--- config.mk ---
export PLATFORM = sky130hd
export DESIGN_NAME = scc_device_end_flat
export DESIGN_NICKNAME = d
export VERILOG_FILES = /design/src/verilog/scc_pkg.sv /design/src/verilog/scc_link_if.sv /design/src/verilog/scc_pair_conv.sv /design/src/verilog/scc_device_end.sv /design/src/flat_wrapper.sv
export SDC_FILE = /design/constraint.sdc
export NUM_CORES = 1
export LEC_CHECK = 0
export BUFFER_PORTS_ARGS = -buffer_cell sky130_fd_sc_hd__buf_2
export CAP_MARGIN = 15
export CORE_AREA = 3 3 118 120
export DETAILED_ROUTE_END_ITERATION = 16
export DIE_AREA = 0 0 121 123
export HOLD_SLACK_MARGIN = 0.03
export PLACE_DENSITY = 0.7
export SLEW_MARGIN = 40
export SYNTH_ARGS = -nofsm -noshare
export SYNTH_HDL_FRONTEND = slang
export SYNTH_SLANG_ARGS = --single-unit
--- constraint.sdc ---
create_clock -name i_clk -period 5.92 [get_ports i_clk]
set_input_delay 0.888 -clock i_clk [delete_from_list [all_inputs] [get_ports i_clk]]
set_output_delay 0.888 -clock i_clk [all_outputs]
set_load 0.01 [all_outputs]
--- src/verilog/scc_pkg.sv ---
// Shared constants, types and helpers for six-channel conversion control
// How it works
// [RULE_01] Span per pair: range pin or span bits
// [RULE_02] Reference level bit picks 2.5 V or 3 V
// [RULE_03] Range pin caught as active-high busy falls
// [RULE_04] Conversion time bounded by both clock sources
// [RULE_05] Internal clock default; external only in software
// [RULE_06] Every conversion spans 18.5 conversion clock cycles
// [RULE_07] External clock may idle low between conversions
// [RULE_08] External clock kept near 50 percent duty
// [RULE_09] Pair inputs held on its strobe rising edge
// [RULE_10] Software non-sequential: first strobe starts all pairs
// [RULE_11] Conversion starts at next conversion clock edge
// [RULE_12] No new strobe to a converting pair
// [RULE_13] Busy rises on strobe, falls after last load
// [RULE_14] Host may read right after busy falls
// [RULE_15] Sequential mode: busy low one cycle between
// [RULE_16] Interrupt mode: output high on completion
// [RULE_17] Polarity bit inverts the busy/interrupt output
// [RULE_18] Reference DAC: range times code plus one
// [RULE_19] Software avoids DAC output below 0.5 V
// [RULE_20] Internal reference powered down by default
// [RULE_21] Reference buffers may be powered down
// [RULE_22] Select low: hardware mode, pins plus subset
// [RULE_23] Reset: busy off, internal clock, pairs idle
`default_nettype none
package scc_pkg;
    localparam int NUM_PAIRS = 3;
    localparam int CW_W = 32;
    localparam int DAC_W = 10;
    localparam int DAC_LSB = 0;
    localparam int CLK_SRC_BIT = 11;
    localparam int SEQ_MODE_BIT = 12;
    localparam int BUF_PD_BIT = 14;
    localparam int REF_PU_BIT = 15;
    localparam int REF_LEVEL_BIT = 18;
    localparam int BUSY_POL_BIT = 20;
    localparam int INT_MODE_BIT = 21;
    localparam int SPAN_LSB = 24;
    localparam logic [CW_W-1:0] CW_RESET = 32'h0000_0000;
    // Hardware mode honours only C[22:18], C[15:13] and C[9:0]
    localparam logic [CW_W-1:0] HW_MASK = 32'h007C_E3FF;
    // 18.5 conversion clock cycles counted as half periods
    localparam int CONV_HALF = 37;
    localparam int CLK_HZ = 40_000_000;
    localparam int CLK_PERIOD_NS = 25;
    localparam int CONV_TIME_NS = 1260;
    localparam int EXT_CLK_MAX_HZ = 20_000_000;
    localparam int INT_HALF_RAW = CONV_TIME_NS / (CLK_PERIOD_NS * CONV_HALF);
    localparam int INT_HALF_CYC = (INT_HALF_RAW < 1) ? 1 : INT_HALF_RAW;
    localparam int EXT_HALF_CYC = (CLK_HZ + 2 * EXT_CLK_MAX_HZ - 1)
                                  / (2 * EXT_CLK_MAX_HZ);
    localparam int DIV_W = 4;
    localparam int VREF_W = 12;
    localparam int REF_LOW_MV = 2500;
    localparam int REF_HIGH_MV = 3000;
    localparam int DAC_FULL = 1024;
    localparam int DAC_MIN_MV = 500;
    localparam int ADDR_W = 2;
    localparam logic [ADDR_W-1:0] REG_CMD = 2'h0;
    localparam logic [ADDR_W-1:0] REG_CTRL = 2'h1;
    localparam logic [ADDR_W-1:0] REG_STAT = 2'h2;
    localparam logic [ADDR_W-1:0] REG_CFG = 2'h3;
    localparam int CFG_SW_BIT = 0;
    localparam int CFG_RANGE_BIT = 1;
    localparam int CFG_EXT_BIT = 2;
    localparam int CFG_POL_BIT = 3;
    localparam int CFG_W = 4;

    typedef enum logic [1:0] {PAIR_IDLE, PAIR_ARMED, PAIR_CONV} scc_pair_st_t;

    function automatic logic [23:0] scc_range_mv(input logic lvl);
        return lvl ? 24'(REF_HIGH_MV) : 24'(REF_LOW_MV);
    endfunction : scc_range_mv

    function automatic logic [VREF_W-1:0] scc_vref_mv(
        input logic [DAC_W-1:0] code, input logic lvl);
        logic [23:0] p;
        p = scc_range_mv(lvl) * (24'(code) + 24'h1);
        return VREF_W'(p / 24'(DAC_FULL));
    endfunction : scc_vref_mv

    function automatic logic [DAC_W-1:0] scc_dac_min(input logic lvl);
        logic [23:0] r;
        r = scc_range_mv(lvl);
        return DAC_W'((24'(DAC_MIN_MV) * 24'(DAC_FULL) + r - 24'h1) / r
                      - 24'h1);
    endfunction : scc_dac_min
endpackage : scc_pkg
`default_nettype wire

--- src/verilog/scc_link_if.sv ---
// Pin-level link between the host controller and the converter control
`default_nettype none
interface scc_link_if;
    logic [scc_pkg::NUM_PAIRS-1:0] strobe;
    logic ext_clk;
    logic cfg_sw;
    logic range_pin;
    logic [scc_pkg::CW_W-1:0] ctrl_word;
    logic ctrl_load;
    logic busy_int;
    modport dev (
        input strobe, ext_clk, cfg_sw, range_pin, ctrl_word, ctrl_load,
        output busy_int
    );
    modport host (
        output strobe, ext_clk, cfg_sw, range_pin, ctrl_word, ctrl_load,
        input busy_int
    );
endinterface : scc_link_if
`default_nettype wire

--- src/verilog/scc_pair_conv.sv ---
// One channel pair: sample, wait for clock edge, count the conversion
`default_nettype none
module scc_pair_conv #(
    parameter int HALF_EDGES = scc_pkg::CONV_HALF
) (
    input wire logic i_clk,       // System clock
    input wire logic i_reset_n,   // Async reset, active low
    input wire logic i_sample,    // Strobe rising edge, one cycle
    input wire logic i_conv_edge, // Conversion clock edge, one cycle
    output logic o_active,        // Pair armed or converting
    output logic o_load           // Result loaded, one cycle
);
    import scc_pkg::*;
    localparam int CW = $clog2(HALF_EDGES);
    localparam logic [CW-1:0] LAST = CW'(HALF_EDGES - 1);
    if (HALF_EDGES < 2) $error("HALF_EDGES must be at least 2");

    scc_pair_st_t state_ff;
    scc_pair_st_t nxt_state;
    logic [CW-1:0] cnt_ff;
    logic [CW-1:0] nxt_cnt;
    wire logic at_last = (cnt_ff == LAST);

    assign o_active = (state_ff != PAIR_IDLE);
    assign o_load = (state_ff == PAIR_CONV) && i_conv_edge && at_last;

    always_comb
    begin
        nxt_state = state_ff;
        nxt_cnt = cnt_ff;
        case (state_ff)
            PAIR_IDLE:
            begin
                // A strobe while busy is not expected and is ignored
                if (i_sample)
                    nxt_state = PAIR_ARMED; // [RULE_09]
            end
            PAIR_ARMED:
            begin
                if (i_conv_edge)
                begin
                    nxt_state = PAIR_CONV; // [RULE_11]
                    nxt_cnt = '0;
                end
            end
            PAIR_CONV:
            begin
                if (i_conv_edge)
                begin
                    if (at_last)
                        nxt_state = PAIR_IDLE; // [RULE_06]
                    else
                        nxt_cnt = cnt_ff + CW'(1);
                end
            end
            default:
                nxt_state = PAIR_IDLE;
        endcase
    end

    always_ff @(posedge i_clk or negedge i_reset_n)
    begin
        if (!i_reset_n)
        begin
            state_ff <= PAIR_IDLE; // [RULE_23]
            cnt_ff <= '0;
        end
        else
        begin
            state_ff <= nxt_state;
            cnt_ff <= nxt_cnt;
        end
    end
endmodule : scc_pair_conv
`default_nettype wire

--- src/verilog/scc_device_end.sv ---
// Converter-side conversion control: strobes, clocks, busy and reference
//
// Implementation choices: strobed register access and the address map.
`default_nettype none
module scc_device_end (
    input wire logic i_clk,                        // System clock
    input wire logic i_reset_n,                    // Async reset, active low
    scc_link_if.dev link,                          // Link to host
    output logic [scc_pkg::NUM_PAIRS-1:0] o_span,  // 1: four times ref span
    output logic o_ref_level,                      // 1: 3 V reference
    output logic [scc_pkg::DAC_W-1:0] o_dac_code,  // Reference DAC code
    output logic [scc_pkg::VREF_W-1:0] o_vref_mv,  // DAC output in mV
    output logic o_ref_drive,                      // Internal ref drives pin
    output logic [scc_pkg::NUM_PAIRS-1:0] o_buf_en, // Pair ref buffer on
    output logic o_clk_ext,                        // External clock in use
    output logic o_sw_mode,                        // Software mode
    output logic o_range_latched,                  // Caught range pin level
    output logic [scc_pkg::NUM_PAIRS-1:0] o_result_load // Result loaded
);
    import scc_pkg::*;
    if (INT_HALF_CYC > (1 << DIV_W)) $error("INT_HALF_CYC too large");

    localparam logic [DIV_W-1:0] DIV_LAST = DIV_W'(INT_HALF_CYC - 1);

    logic [CW_W-1:0] cw_ff;
    logic [NUM_PAIRS-1:0] strobe_prev_ff;
    logic ext_prev_ff;
    logic [DIV_W-1:0] div_ff;
    logic busy_ff;
    logic int_ff;
    logic out_ff;
    logic range_ff;
    logic [NUM_PAIRS-1:0] span_ff;
    logic ref_level_ff;
    logic [DAC_W-1:0] dac_ff;
    logic [VREF_W-1:0] vref_ff;
    logic ref_drive_ff;
    logic [NUM_PAIRS-1:0] buf_en_ff;
    logic clk_ext_ff;
    logic sw_ff;
    logic [NUM_PAIRS-1:0] load_ff;

    wire logic sw_mode = link.cfg_sw;
    wire logic [CW_W-1:0] eff_cw = sw_mode ? cw_ff : (cw_ff & HW_MASK);
    wire logic seq_mode = sw_mode && eff_cw[SEQ_MODE_BIT];
    wire logic all_pairs = sw_mode && !seq_mode;
    wire logic busy_pol = eff_cw[BUSY_POL_BIT];
    wire logic int_mode = eff_cw[INT_MODE_BIT];
    wire logic ext_sel = sw_mode && eff_cw[CLK_SRC_BIT];
    wire logic [NUM_PAIRS-1:0] rise = link.strobe & ~strobe_prev_ff;
    wire logic [NUM_PAIRS-1:0] sample;
    wire logic ext_edge = link.ext_clk ^ ext_prev_ff;
    wire logic int_edge = (div_ff == DIV_LAST);
    wire logic conv_edge;
    wire logic [NUM_PAIRS-1:0] active;
    wire logic [NUM_PAIRS-1:0] load;
    wire logic any_sample = |sample;
    wire logic any_load = |load;
    wire logic any_left = |(active & ~load);
    wire logic all_done = any_load && !any_left;
    wire logic nxt_busy;
    wire logic nxt_int;
    wire logic nxt_level;
    wire logic busy_fall;
    wire logic [NUM_PAIRS-1:0] nxt_span;

    // Software mode without sequencing fans the first strobe out
    assign sample = all_pairs ? {NUM_PAIRS{rise[0]}} : rise; // [RULE_10]

    // Only edges are counted, so a clock held low simply stalls
    assign conv_edge = ext_sel ? ext_edge : int_edge; // [RULE_05] [RULE_07]

    // Sequencing drops busy for one cycle whenever a pair finishes early
    assign nxt_busy = any_sample // [RULE_13]
                    || (any_left && !(seq_mode && any_load)); // [RULE_15]

    // Completion sets the flag; a new strobe clears it, set wins
    assign nxt_int = all_done || (int_ff && !any_sample); // [RULE_16]

    assign nxt_level = int_mode ? nxt_int : nxt_busy;
    assign busy_fall = busy_ff && !nxt_busy && !busy_pol; // [RULE_03]

    assign nxt_span = sw_mode ? eff_cw[SPAN_LSB +: NUM_PAIRS]
                              : {NUM_PAIRS{range_ff}}; // [RULE_01]

    for (genvar p = 0; p < NUM_PAIRS; p++)
    begin : g_pair
        scc_pair_conv #(
            .HALF_EDGES(CONV_HALF)
        ) u_pair (
            .i_clk(i_clk),
            .i_reset_n(i_reset_n),
            .i_sample(sample[p]),
            .i_conv_edge(conv_edge),
            .o_active(active[p]),
            .o_load(load[p])
        );
    end

    always_ff @(posedge i_clk or negedge i_reset_n)
    begin
        if (!i_reset_n)
            cw_ff <= CW_RESET; // [RULE_20] [RULE_23]
        else if (link.ctrl_load)
            cw_ff <= link.ctrl_word;
    end

    always_ff @(posedge i_clk or negedge i_reset_n)
    begin
        if (!i_reset_n)
        begin
            strobe_prev_ff <= '0;
            ext_prev_ff <= 1'b0;
        end
        else
        begin
            strobe_prev_ff <= link.strobe; // [RULE_09]
            ext_prev_ff <= link.ext_clk;
        end
    end

    // Internal clock half period sized so 18.5 cycles fit in 1.26 us
    always_ff @(posedge i_clk or negedge i_reset_n)
    begin
        if (!i_reset_n)
            div_ff <= '0;
        else if (int_edge)
            div_ff <= '0; // [RULE_04]
        else
            div_ff <= div_ff + DIV_W'(1);
    end

    always_ff @(posedge i_clk or negedge i_reset_n)
    begin
        if (!i_reset_n)
        begin
            busy_ff <= 1'b0;
            int_ff <= 1'b0;
            out_ff <= 1'b0; // [RULE_23]
        end
        else
        begin
            busy_ff <= nxt_busy;
            int_ff <= nxt_int;
            out_ff <= nxt_level ^ busy_pol; // [RULE_17]
        end
    end

    always_ff @(posedge i_clk or negedge i_reset_n)
    begin
        if (!i_reset_n)
            range_ff <= 1'b0;
        else if (busy_fall)
            range_ff <= link.range_pin; // [RULE_03]
    end

    always_ff @(posedge i_clk or negedge i_reset_n)
    begin
        if (!i_reset_n)
        begin
            span_ff <= '0;
            ref_level_ff <= 1'b0;
            dac_ff <= '0;
            vref_ff <= '0;
            ref_drive_ff <= 1'b0;
            buf_en_ff <= '0;
            clk_ext_ff <= 1'b0;
            sw_ff <= 1'b0;
            load_ff <= '0;
        end
        else
        begin
            span_ff <= nxt_span;
            ref_level_ff <= eff_cw[REF_LEVEL_BIT]; // [RULE_02]
            dac_ff <= eff_cw[DAC_LSB +: DAC_W];
            vref_ff <= scc_vref_mv(eff_cw[DAC_LSB +: DAC_W],
                                   eff_cw[REF_LEVEL_BIT]); // [RULE_18]
            ref_drive_ff <= eff_cw[REF_PU_BIT]; // [RULE_20]
            buf_en_ff <= {NUM_PAIRS{!eff_cw[BUF_PD_BIT]}}; // [RULE_21]
            clk_ext_ff <= ext_sel; // [RULE_05]
            sw_ff <= sw_mode; // [RULE_22]
            load_ff <= load;
        end
    end

    assign link.busy_int = out_ff;
    assign o_span = span_ff;
    assign o_ref_level = ref_level_ff;
    assign o_dac_code = dac_ff;
    assign o_vref_mv = vref_ff;
    assign o_ref_drive = ref_drive_ff;
    assign o_buf_en = buf_en_ff;
    assign o_clk_ext = clk_ext_ff;
    assign o_sw_mode = sw_ff;
    assign o_range_latched = range_ff;
    assign o_result_load = load_ff;
endmodule : scc_device_end
`default_nettype wire

--- src/flat_wrapper.sv ---
// flat-port wrapper written by rule: the top's interface ports become plain ports
module scc_device_end_flat import scc_pkg::*;
  (i_clk, i_reset_n, o_span, o_ref_level, o_dac_code, o_vref_mv, o_ref_drive, o_buf_en, o_clk_ext, o_sw_mode, o_range_latched, o_result_load, link_strobe, link_ext_clk, link_cfg_sw, link_range_pin, link_ctrl_word, link_ctrl_load, link_busy_int);
  scc_link_if link_i ();
  input wire logic i_clk;
  input wire logic i_reset_n;
  output logic [scc_pkg::NUM_PAIRS-1:0] o_span;
  output logic o_ref_level;
  output logic [scc_pkg::DAC_W-1:0] o_dac_code;
  output logic [scc_pkg::VREF_W-1:0] o_vref_mv;
  output logic o_ref_drive;
  output logic [scc_pkg::NUM_PAIRS-1:0] o_buf_en;
  output logic o_clk_ext;
  output logic o_sw_mode;
  output logic o_range_latched;
  output logic [scc_pkg::NUM_PAIRS-1:0] o_result_load;
  input wire logic [$bits(link_i.strobe)-1:0] link_strobe;
  input wire logic [$bits(link_i.ext_clk)-1:0] link_ext_clk;
  input wire logic [$bits(link_i.cfg_sw)-1:0] link_cfg_sw;
  input wire logic [$bits(link_i.range_pin)-1:0] link_range_pin;
  input wire logic [$bits(link_i.ctrl_word)-1:0] link_ctrl_word;
  input wire logic [$bits(link_i.ctrl_load)-1:0] link_ctrl_load;
  output wire logic [$bits(link_i.busy_int)-1:0] link_busy_int;
  assign link_i.strobe = link_strobe;
  assign link_i.ext_clk = link_ext_clk;
  assign link_i.cfg_sw = link_cfg_sw;
  assign link_i.range_pin = link_range_pin;
  assign link_i.ctrl_word = link_ctrl_word;
  assign link_i.ctrl_load = link_ctrl_load;
  assign link_busy_int = link_i.busy_int;
  scc_device_end u_core (.i_clk(i_clk), .i_reset_n(i_reset_n), .link(link_i), .o_span(o_span), .o_ref_level(o_ref_level), .o_dac_code(o_dac_code), .o_vref_mv(o_vref_mv), .o_ref_drive(o_ref_drive), .o_buf_en(o_buf_en), .o_clk_ext(o_clk_ext), .o_sw_mode(o_sw_mode), .o_range_latched(o_range_latched), .o_result_load(o_result_load));
endmodule
==> summary.md, run 1 <==
| Metric | Value |
|---|---|
| Final setup violation count | `0` |
| Hold Path Stages | `0` |
| Skew-Pair Late Insertion Delay | `0.34 ns` |
| Synth cell types | `52` |
| Worst Path Arrival | `5.92 ns` |
| Top-area cell type share of the netlist area | `34.7%` |
| Clk root buf | `clkbuf_16` |
| Vias/cell | `5.09` |
| Hold WC Path Type | `reg -> reg` |
| Yosys Warn Count | `0` |
| All-Layer GR Usage | `17.9%` |
| DPL Wire Length | `9830 µm` |
| Leakage power | `0.00386 µW` |
| Seq/Total Area, Yosys | `34.7%` |
| Max_cap viols | `0` |
| Synth area leader | `dfrtp_1` |
| Area Growth Syn to Fin | `16.7%` |
| Detailed router's first-iteration violation count | `303` |
| Die width | `121 µm` |
| Starting density of the core | `49.1%` |
| Fill cell count | `1146` |
| Area contributors post-synth | `dfrtp_1 35%, fa_1 15%, ha_1 14%` |
| Final slew viol count | `0` |
| Drt wl/cell | `14.1 µm` |
| Crit path kind | `reg -> reg` |
| Top_reg_cell synth | `dfrtp_1` |
| Largest net degree at the start of global routing | `56` |
| Clk pin slew, worst setup/hold paths | `0.06 ns` |
| Status | `complete, no violations` |
| Residual DRC count | `0` |
| Row count | `42` |
| Max-Slew Margin vs Limit | `55.6%` |
| CTS Sinks | `89` |
| Layout Utilization | `57.3%` |
| Crit. End Element | `flop` |
| CTS tree | `built` |
| Share of cells above drive strength 1 | `21.4%` |
| Wirelength, routed | `12500 µm` |
| Initial antenna violation count | `0` |
| Synthesized area | `6420 µm²` |
| Vias in the first global route | `4682` |
| Synthesized area per cell | `10.4 µm²` |
| Period utilization | `95.6%` |
| Startpoint types | `flop` |
| First drt pass iteration count | `6` |
| Worst Skew | `0.00553 ns` |
| Worst-margin pin slew | `0.666 ns` |
| Final hold viol count | `0` |
| Core area | `13100 µm²` |
| Maximum vdd drop | `812 µV` |
| Die area | `14900 µm²` |
| Post-synthesis cell count | `619` |
| First-pass GRT wire length | `21300 µm` |
| H-tree depth | `3` |
| Final nets | `868` |
| Req. time, crit path | `6.18 ns` |
| Via count | `4517` |
| Routed Antenna Nets | `0` |
| Setup tns final | `0 ns` |
| Clk buf depth | `2` |
| R2R depth | `23` |
| Die Y | `123 µm` |
| Ant diodes | `0` |
| Power Density | `606 nW/µm²` |
| Number of port buffers | `65` |
| CTS Hold Bufs | `0` |
| Number of synthesized flops with an enable pin | `0` |
| IO Pins | `78` |
| FFs w/ async S/R, synth | `100%` |
| Placer Congestion | `0.826` |
| #FFs+latches synth | `89` |
| Crit path max fanout | `5` |
| Minimum clock period | `5.66 ns` |
| Maximum clock rate | `0.177 GHz` |
| Num CTS Buffers | `9` |
| Total congestion overflow | `0` |
-- power breakdown --
| part | switching [µW] | internal (µW) | leakage, µW |
|---|---|---|---|
| clock | 242 | 381 | 0.000156 |
| sequential | 109 | 789 | 0.00110 |
| combinational | 1610 | 1410 | 0.00261 |
| total | 1960 | 2580 | 0.00386 |
-- timing repair --
item                                    in CTS  in global routing
endpoints found under the setup margin       3                  6
buffers inserted                             0                  4
pin swaps                                    0                  9
resized for setup                            4                 15
-- critical path, stage by stage (launching register included) --
cell,delay [ns]
dfrtp_1,0.36
inv_1,0.10
nor4_2,0.30
buf_4,0.18
xor2_1,0.07
and2_1,0.18
or2_2,0.31
ha_1,0.29
inv_1,0.06
fa_1,0.54
inv_1,0.06
fa_1,0.50
fa_1,0.55
inv_1,0.06
fa_1,0.53
inv_1,0.04
ha_1,0.32
o211ai_1,0.13
a22oi_2,0.25
nand2_1,0.12
o21ai_2,0.18
and2_4,0.19
o21ai_0,0.11
a21oi_2,0.17
-- state kept, by name, indices dropped and copies added (netlist names) --
| signal | flops |
|---|---|
| u_core.o_buf_en | 1 |
| u_core.link.busy_int | 1 |
| u_core.o_dac_code | 10 |
| u_core.o_span | 3 |
| u_core.g_pair.u_pair.state_ff | 6 |
| u_core.o_ref_drive | 1 |
| u_core.o_range_latched | 1 |
| u_core.ext_prev_ff | 1 |
| u_core.int_ff | 1 |
| u_core.o_sw_mode | 1 |
| u_core.o_ref_level | 1 |
| u_core.o_vref_mv | 12 |
| u_core.div_ff | 4 |
| u_core.strobe_prev_ff | 3 |
| u_core.g_pair.u_pair.cnt_ff | 18 |
| u_core.cw_ff | 20 |
| u_core.o_result_load | 3 |
| u_core.busy_ff | 1 |
| u_core.o_clk_ext | 1 |
-- layout by cell type, fill, tap and decap left out, types with 6 or more instances in the layout --
master	instances
a21oi_1	15
nand4_1	7
nand2_1	37
mux2_2	20
clkbuf_16	9
buf_2	64
o21ai_0	8
nor3_1	6
nand2b_1	13
xor2_1	13
and2_1	7
a22o_1	6
dfrtp_1	89
inv_1	101
buf_4	30
ha_1	70
mux2i_1	6
fa_1	48
nand3_1	11
nor2_1	47
xnor2_1	24
-- area by class of cell --
type / count / area [µm²] / area share (%)
clock inverter: 4 / 77.6 / 1.03
inverter: 102 / 383 / 5.11
tap: 176 / 220 / 2.94
clock buffer: 11 / 243 / 3.24
multi-input combinational: 411 / 3800 / 50.7
sequential: 89 / 2230 / 29.7
timing repair buffer: 94 / 546 / 7.28
-- metal layers --
metal | share of wire (%) | wire, µm | GRT usage [%] | vias up
li1 | - | - | - | 2180
met3 | 3.7 | 461 | 3.29 | 13
met2 | 52 | 6520 | 31.8 | 84
met5 | 0 | 0 | 0 | -
met1 | 43 | 5390 | 22.6 | 2240
met4 | 1.3 | 161 | 4.67 | 0
-- metrics by stage --
stage	cell area, µm²	hold slack [ns]	total power, µW	instances	worst slack (ns)
after floorplan	6430	0.350	3080	621	0.135
after global placement	7080	0.356	3650	868	0.0656
after detailed placement	7080	0.370	3720	868	0.00193
after CTS	7420	0.384	4460	883	0.0592
after global routing	7500	0.402	5070	887	-0.0658
final	7500	0.381	4540	887	0.260
-- cells by family (layout without fill, tap and decap cells) --
group / after synthesis / count (layout) / share of synthesized area [%]
AND/OR/NAND/NOR: 159 / 159 / 12.4
buffers and inverters: 121 / 211 / 7.32
adder cells (fa/ha/maj): 120 / 120 / 29.0
flip-flops: 89 / 89 / 34.7
AO/OA/AOI/OAI: 61 / 61 / 6.33
XOR/XNOR: 40 / 40 / 5.57
multiplexers: 27 / 27 / 4.62
other: 2 / 4 / 0.117
-- path summary, 6_finish.rpt --
| path | start | to | slack [ns] |
|---|---|---|---|
| worst max register to register | u_core.cw_ff[5] | u_core.o_vref_mv[10] | 0.26 |
| worst min-delay path | u_core.cw_ff[15] | u_core.o_ref_drive | 0.38 |
| worst max-delay path | u_core.cw_ff[5] | u_core.o_vref_mv[10] | 0.26 |
| max in group asynchronous | i_reset_n | u_core.o_clk_ext | 4.36 |
| worst min register to register | u_core.cw_ff[15] | u_core.o_ref_drive | 0.38 |
| min in group asynchronous | i_reset_n | u_core.g_pair[2].u_pair.cnt_ff[2] | 0.51 |
-- Yosys cell counts (7+ instances only) --
| library cell | count |
|---|---|
| nor2_1 | 48 |
| o21ai_0 | 10 |
| inv_1 | 102 |
| dfrtp_1 | 89 |
| clkbuf_1 | 14 |
| nand3_1 | 12 |
| xnor2_1 | 25 |
| and2_1 | 8 |
| a21oi_1 | 16 |
| ha_1 | 72 |
| nand4_1 | 7 |
| mux2_2 | 20 |
| xor2_1 | 14 |
| fa_1 | 48 |
| nor3_1 | 7 |
| nand2b_1 | 13 |
| nand2_1 | 38 |
(Power assumes the default switching activity.)
==> run 2: changes to the inputs <==
--- a/config.mk
+++ b/config.mk
@@ -7,11 +7,13 @@
 export LEC_CHECK = 0
 export BUFFER_PORTS_ARGS = -buffer_cell sky130_fd_sc_hd__buf_2
 export CAP_MARGIN = 15
-export CORE_AREA = 3 3 118 120
+export CELL_PAD_IN_SITES_DETAIL_PLACEMENT = 1
+export CELL_PAD_IN_SITES_GLOBAL_PLACEMENT = 2
+export CORE_AREA = 3 3 151 153
 export DETAILED_ROUTE_END_ITERATION = 16
-export DIE_AREA = 0 0 121 123
+export DIE_AREA = 0 0 154 156
 export HOLD_SLACK_MARGIN = 0.03
-export PLACE_DENSITY = 0.7
+export PLACE_DENSITY = 0.65
 export SLEW_MARGIN = 40
 export SYNTH_ARGS = -nofsm -noshare
 export SYNTH_HDL_FRONTEND = slang
==> summary.md, run 2 (same netlist as run 1, synthesis figures left out) <==
| Metric | Value |
|---|---|
| Status | `complete, no violations` |
| Placer Congestion | `0.796 (-3.6%)` |
| Worst R2R Setup Slack | `0.34 ns (+0.08 ns)` |
| Buf/Inv on CP | `5 (-1)` |
| Top reg by flops | `u_core.cw_ff` |
| Residual DRC count | `0 (unchanged)` |
| Max incr delay on CP | `0.55 ns (about the same)` |
| Worst Path Arrival | `5.82 ns (-0.10 ns)` |
| Starting density of the core | `29.6% (-19 points)` |
| Initial antenna violation count | `0 (unchanged)` |
| Period utilization | `94.3% (-1.3 points)` |
| Leakage power | `0.00395 µW (+2.2%)` |
| Worst-margin pin slew | `0.689 ns (+0.0234 ns)` |
| Die Y | `156 µm (+27%)` |
| First-pass GRT wire length | `26200 µm (+23%)` |
| Slowest cell on crit path | `fa_1` |
| Largest net degree at the start of global routing | `55 (-1.8%)` |
| Final hold viol count | `0 (unchanged)` |
| Worst Skew | `0.0136 ns (+0.00802 ns)` |
| CTS Hold Bufs | `0 (unchanged)` |
| Die width | `154 µm (+27%)` |
| First drt pass iteration count | `4 (-2)` |
| Crit path kind | `reg -> reg` |
| Max-Slew Margin vs Limit | `54.0% (-1.6 points)` |
| Final setup violation count | `0 (unchanged)` |
| Clk pin slew, worst setup/hold paths | `0.07 ns (about the same)` |
| Skew-Pair Late Insertion Delay | `0.35 ns (about the same)` |
| Fin area | `7790 µm² (+3.9%)` |
| Max FFs per register | `20 (unchanged)` |
| Drt wl/cell | `15.0 µm (+6.0%)` |
| IO Pins | `78 (unchanged)` |
| Detailed router's first-iteration violation count | `101 (-67%)` |
| Crit-path cells | `nand3_2 > nor4_4 > buf_4 > xor2_1 > and2_1 > or2_4 > ha_4 > inv_1 > fa_1 > inv_1 > fa_1 > fa_1 > inv_1 > fa_1 > inv_1 > ha_1 > o211ai_1 > a22oi_2 > nand2_2 > o21ai_2 > and2_4 > a311oi_2 > xnor2_1` |
| Req. time, crit path | `6.15 ns (-0.03 ns)` |
| Clk buf depth | `2 (unchanged)` |
| Clk root buf | `clkbuf_16` |
| Power Density | `626 nW/µm² (+3.4%)` |
| Most frequent cells in the layout | `102 x inv_1, 89 x dfrtp_1, 70 x ha_1` |
| Total congestion overflow | `0 (unchanged)` |
| DPL Wire Length | `12100 µm (+24%)` |
| Share of cells above drive strength 1 | `23.6% (+2.2 points)` |
| Maximum clock rate | `0.179 GHz (+1.3%)` |
| Delay-heaviest family, CP | `adder cells` |
| Fill cell count | `2455 (+110%)` |
| Final nets | `882 (+1.6%)` |
| Ant diodes | `0 (unchanged)` |
| Startpoint types | `flop` |
| Num CTS Buffers | `9 (unchanged)` |
| Dpl cell area | `7320 µm² (+3.3%)` |
| Vias in the first global route | `5201 (+11%)` |
| CTS tree | `built` |
| Area Growth Syn to Fin | `21.2%` |
| Crit. End Element | `flop` |
| Via count | `4531 (+0.31%)` |
| Maximum vdd drop | `812 µV (about the same)` |
| Max_cap viols | `0 (unchanged)` |
| Minimum clock period | `5.58 ns (-0.0751 ns)` |
| Final slew viol count | `0 (unchanged)` |
| Vias/cell | `4.50 (-12%)` |
| Row count | `54 (+29%)` |
| Die area | `24000 µm² (+61%)` |
| H-tree depth | `3 (unchanged)` |
| Crit path max fanout | `5 (unchanged)` |
| Routed Antenna Nets | `0 (unchanged)` |
| Commonest non-fill, non-tap cell in the layout | `inv_1` |
| Hold WC Path Type | `reg -> reg` |
| Number of port buffers | `65 (unchanged)` |
| CTS Sinks | `89 (unchanged)` |
| Hold_ws | `0.385 ns (+0.00364 ns)` |
| Wirelength, routed | `15100 µm (+20%)` |
| Setup tns final | `0 ns (unchanged)` |
| All-Layer GR Usage | `13.4% (-4.5 points)` |
| Core area | `21700 µm² (+66%)` |
## run 2: cell types whose count changed in the layout (fill, tap and decap cells not counted), sizes merged
| cell | delta |
|---|---|
| inv | +2 |
| buf | +14 |
| clkinv | -1 |
| clkbuf | -1 |
| clkinvlp | +1 |
## run 2: repair_timing
| item | 4_1_cts | 5_1_grt |
|---|---|---|
| setup buffers | 1 | 4 |
| endpoints found under the setup margin | 5 | 6 |
| gates resized for setup | 7 | 16 |
| pin swaps | 4 | 15 |
## run 2: final cells by class
cell class / instances / area, µm² / area share [%]
clock buffers: 10 / 239 / 3.07
clock inverters: 6 / 98.8 / 1.27
inverters: 102 / 383 / 4.91
multi-input cells: 411 / 3840 / 49.3
flip-flops and latches: 89 / 2230 / 28.6
well taps: 280 / 350 / 4.50
repair buffers: 108 / 651 / 8.35
## run 2: path summary, 6_finish.rpt
kind,endpoint,startpoint,depth (start not counted)
hold reg to reg,u_core.o_ref_drive,u_core.cw_ff[15],0
min in group asynchronous,u_core.g_pair[2].u_pair.cnt_ff[4],i_reset_n,1
setup reg to reg,u_core.o_vref_mv[11],u_core.cw_ff[6],23
max in group asynchronous,u_core.g_pair[2].u_pair.state_ff[0],i_reset_n,2
hold / removal,u_core.o_ref_drive,u_core.cw_ff[15],0
setup / recovery,u_core.o_vref_mv[11],u_core.cw_ff[6],23
## run 2: through the flow
| stage | std cells | setup slack [ns] | utilization (%) | total power, µW |
|---|---|---|---|---|
| finish | 1006 | 0.335 | 35.9 | 4880 |
| global route | 1006 | -0.00575 | 35.9 | 5560 |
| CTS | 1003 | 0.0272 | 35.5 | 4870 |
| detailed placement | 986 | -0.118 | 33.7 | 4050 |
| global placement | 986 | -0.0765 | 33.7 | 3960 |
| floorplan | 621 | 0.135 | - | 3080 |
## run 2: report_power, final
part	switching [µW]	internal [µW]
Clock	274	389
Sequential	111	788
Combinational	1730	1580
## run 2: worst register-to-register path, stage by stage (launching register included)
cell      delay, ns
dfrtp_1        0.38
nand3_2        0.12
nor4_4         0.30
buf_4          0.16
xor2_1         0.07
and2_1         0.19
or2_4          0.26
ha_4           0.27
inv_1          0.05
fa_1           0.52
inv_1          0.05
fa_1           0.51
fa_1           0.56
inv_1          0.06
fa_1           0.54
inv_1          0.05
ha_1           0.29
o211ai_1       0.12
a22oi_2        0.28
nand2_2        0.12
o21ai_2        0.18
and2_4         0.19
a311oi_2       0.09
xnor2_1        0.14
## run 2: layer usage
layer	wire length [µm]	vias to the layer above	part of all wire, %	GRT usage, %
met5	0	-	0	0
met4	150	0	0.99	3.24
met3	333	12	2.2	2.14
met2	7830	46	52	24.0
met1	6760	2280	45	17.1
li1	-	2193	-	-
==> run 3: changes to the inputs <==
--- a/config.mk
+++ b/config.mk
@@ -9,12 +9,13 @@
 export CAP_MARGIN = 15
 export CELL_PAD_IN_SITES_DETAIL_PLACEMENT = 1
 export CELL_PAD_IN_SITES_GLOBAL_PLACEMENT = 2
-export CORE_AREA = 3 3 151 153
+export CORE_AREA = 3 3 155 157
 export DETAILED_ROUTE_END_ITERATION = 16
-export DIE_AREA = 0 0 154 156
+export DIE_AREA = 0 0 158 160
 export HOLD_SLACK_MARGIN = 0.03
 export PLACE_DENSITY = 0.65
 export SLEW_MARGIN = 40
 export SYNTH_ARGS = -nofsm -noshare
 export SYNTH_HDL_FRONTEND = slang
+export SYNTH_HIERARCHICAL = 1
 export SYNTH_SLANG_ARGS = --single-unit
==> constraint.sdc (replaced) <==
create_clock -name i_clk -period 5.92 [get_ports i_clk]
set_input_delay 0.888 -clock i_clk [delete_from_list [all_inputs] [get_ports i_clk]]
set_output_delay 0.888 -clock i_clk [all_outputs]
set_load 0.05 [all_outputs]
==> summary.md, run 3 <==
| Metric | Value |
|---|---|
| Via count | `4905 (+8.3%)` |
| Synthesized area | `6800 µm² (+5.9%)` |
| R2R depth | `18 (-22%)` |
| Most frequent cell after synthesis | `inv_1` |
| Top reg by flops | `u_core/cw_ff` |
| Starting density of the core | `30.1% (+0.43 points)` |
| RR Endpoint | `u_core/o_vref_mv[9]` |
| Largest family of logic cells by synthesized area | `adder cells` |
| Vias/cell | `4.76 (+5.6%)` |
| Top-area cell type share of the netlist area | `32.7% (-1.9 points)` |
| All-Layer GR Usage | `13.4% (-0.079 points)` |
| Status | `complete, no violations` |
| Final Instance Count excl. Fillers | `1031 (+2.5%)` |
| Die Y | `160 µm (+2.6%)` |
| Post-synthesis cell count | `663 (+7.1%)` |
| Synthesized area per cell | `10.3 µm² (-1.1%)` |
| Initial antenna violation count | `0 (unchanged)` |
| CTS Hold Bufs | `0 (unchanged)` |
| Crit path kind | `reg -> reg` |
| Clk buf depth | `2 (unchanged)` |
| Vias in the first global route | `5509 (+5.9%)` |
| Row count | `55 (+1.9%)` |
| Post-synthesis simple-gate area fraction | `13.0% (+0.61 points)` |
| Share of cells above drive strength 1 | `19.2% (-4.4 points)` |
| Hold WC Path Type | `in -> async` |
| Final hold viol count | `0 (unchanged)` |
| H-tree depth | `3 (unchanged)` |
| Num CTS Buffers | `9 (unchanged)` |
| Drt wl/cell | `15.3 µm (+2.3%)` |
| Routed Antenna Nets | `0 (unchanged)` |
| Fill cell count | `2604 (+6.1%)` |
| Max-Slew Margin vs Limit | `52.2% (-1.8 points)` |
| IO Pins | `78 (unchanged)` |
| Worst Skew | `0.00631 ns (-0.00724 ns)` |
| Placer Congestion | `0.799 (+0.31%)` |
| Synth area leader | `dfrtp_1` |
| Layout Utilization | `34.8% (-1.1 points)` |
| Worst R2R Setup Slack | `0.32 ns (-0.02 ns)` |
| Commonest non-fill, non-tap cell in the layout | `inv_1` |
| Top cells by count, synth | `106 x inv_1, 89 x dfrtp_1, 71 x ha_1` |
| Max FFs per register | `20 (unchanged)` |
| Synth cell types | `61 (+17%)` |
| Reg-to-reg startpoint | `u_core/cw_ff[1]` |
| Period utilization | `94.6% (+0.29 points)` |
| Dpl cell area | `7560 µm² (+3.4%)` |
| Mux cell area share after synthesis | `4.32% (-0.29 points)` |
| Residual DRC count | `0 (unchanged)` |
| Final slew viol count | `0 (unchanged)` |
| Maximum clock rate | `0.179 GHz (-0.31%)` |
| Fin area | `7880 µm² (+1.2%)` |
| Final setup violation count | `0 (unchanged)` |
| Sequential Area | `2230 µm² (unchanged)` |
| Worst-margin pin slew | `0.716 ns (+0.0269 ns)` |
| Yosys Warn Count | `6 (+6)` |
| Crit path max fanout | `6 (+1)` |
| Crit. End Element | `flop` |
| Compound-Gate Fraction of Synth Area | `10.2% (+3.9 points)` |
| Number of port buffers | `65 (unchanged)` |
| Area contributors post-synth | `dfrtp_1 33%, fa_1 15%, ha_1 13%` |
| Area of the multi-input gates | `4090 µm² (+6.6%)` |
| Post-synthesis adder-cell area fraction | `27.8% (-1.2 points)` |
| Number of synthesized flops with an enable pin | `0 (unchanged)` |
| First-pass GRT wire length | `27600 µm (+5.5%)` |
| FFs w/ async S/R, synth | `100% (unchanged)` |
| Post-Synth XOR/XNOR Area | `4.41% (-1.2 points)` |
| Seq/Total Area, Yosys | `32.7% (-1.9 points)` |
| Minimum clock period | `5.60 ns (+0.0173 ns)` |
| First drt pass iteration count | `4 (unchanged)` |
| Total congestion overflow | `0 (unchanged)` |
| Final nets | `903 (+2.4%)` |
| Skew-Pair Late Insertion Delay | `0.34 ns (about the same)` |
| Clk root buf | `clkbuf_16` |
| CTS Sinks | `89 (unchanged)` |
| Die width | `158 µm (+2.6%)` |
| Clk pin slew, worst setup/hold paths | `0.07 ns (about the same)` |
| DPL Wire Length | `12700 µm (+4.4%)` |
| Most frequent cells in the layout | `106 x inv_1, 89 x dfrtp_1, 70 x ha_1` |
| CTS tree | `built` |
| Worst Path Arrival | `5.87 ns (+0.05 ns)` |
| Startpoint types | `flop` |
| Core area | `22600 µm² (+4.4%)` |
| Ant diodes | `0 (unchanged)` |
| Setup tns final | `0 ns (unchanged)` |
| Detailed router's first-iteration violation count | `134 (+33%)` |
| Req. time, crit path | `6.18 ns (+0.03 ns)` |
| RSZ-0062 raised after global routing | `no` |
| Die area | `25300 µm² (+5.2%)` |
| Top_reg_cell synth | `dfrtp_1` |
| Area Growth Syn to Fin | `15.8%` |
| Wirelength, routed | `15800 µm (+4.9%)` |
| Largest net degree at the start of global routing | `78 (+42%)` |
| Max_cap viols | `0 (unchanged)` |
| Placed cells | `1013 (+2.7%)` |
| #FFs+latches synth | `89 (unchanged)` |
## run 3: cell count changes in the layout (fill, tap and decap cells not counted), sizes merged, moves of 9 or more
cell	delta
nand3	+14
buf	-19
nor2	-10
o21ai	+12
nor3	+12
a21oi	+9
## run 3: final cells by class
cell class,count,share of cell area (%)
multi-input cells,445,52.0
flip-flops and latches,89,28.3
repair buffers,89,6.49
inverters,107,5.10
well taps,285,4.53
clock buffers,9,2.86
clock inverters,7,0.810
## run 3: how the worst max path moves through the flow
| stage | from | end | slack [ns] | depth (start not counted) |
|---|---|---|---|---|
| 2_1_floorplan | u_core/cw_ff[1] | u_core/o_vref_mv[10] | 0.28 | 16 |
| 3_5_place_dp | u_core/cw_ff[1] | u_core/o_vref_mv[11] | 0.17 | 17 |
| 5_1_grt | u_core/cw_ff[1] | u_core/o_vref_mv[11] | 0.02 | 21 |
| 3_3_place_gp | u_core/cw_ff[1] | u_core/o_vref_mv[11] | 0.23 | 18 |
| 4_1_cts | u_core/cw_ff[1] | u_core/o_vref_mv[11] | 0.14 | 18 |
| 6_report | u_core/cw_ff[1] | u_core/o_vref_mv[9] | 0.32 | 18 |
## run 3: critical path, stage by stage (launching register included)
cell	delay, ns
dfrtp_1	0.44
ha_2	0.29
nand4_1	0.11
xor2_1	0.27
nor2_1	0.12
fa_1	0.49
fa_1	0.53
fa_1	0.54
fa_1	0.56
inv_1	0.06
fa_1	0.53
inv_1	0.04
ha_1	0.28
buf_4	0.14
nand3_2	0.10
or3b_1	0.42
or2_1	0.26
a21oi_1	0.17
xor2_1	0.17
## run 3: repair_timing
action                                  CTS  global route
gates resized for setup                   0             4
setup buffers                             0             2
endpoints found under the hold margin     0             0
endpoints found under the setup margin    0             4
## run 3: per-stage QoR
step                      setup slack [ns]  hold slack [ns]
final                                0.318            0.380
after global routing                0.0167            0.370
after CTS                            0.144            0.366
after detailed placement             0.165            0.366
after global placement               0.233            0.359
after floorplan                      0.277            0.350
## run 3: metal layers
| metal | global-route usage, % | share of wire [%] | up-vias |
|---|---|---|---|
| met4 | 2.23 | 0.80 | 0 |
| li1 | - | - | 2380 |
| met5 | 0 | 0 | - |
| met3 | 2.79 | 2.2 | 11 |
| met1 | 17.1 | 45 | 2468 |
| met2 | 23.5 | 52 | 46 |
## run 3: cell families after synthesis
logic type               Yosys count
AO/OA/AOI/OAI                    103
XOR/XNOR                          30
adder cells (fa/ha/maj)          121
buffers and inverters            131
flip-flops                        89
multiplexers                      27
other                              2
AND/OR/NAND/NOR                  160
Power of run 3 is left out: the tool's default activity adds up to more than one toggle a clock period on the data nets, which glitch-free logic cannot reach.
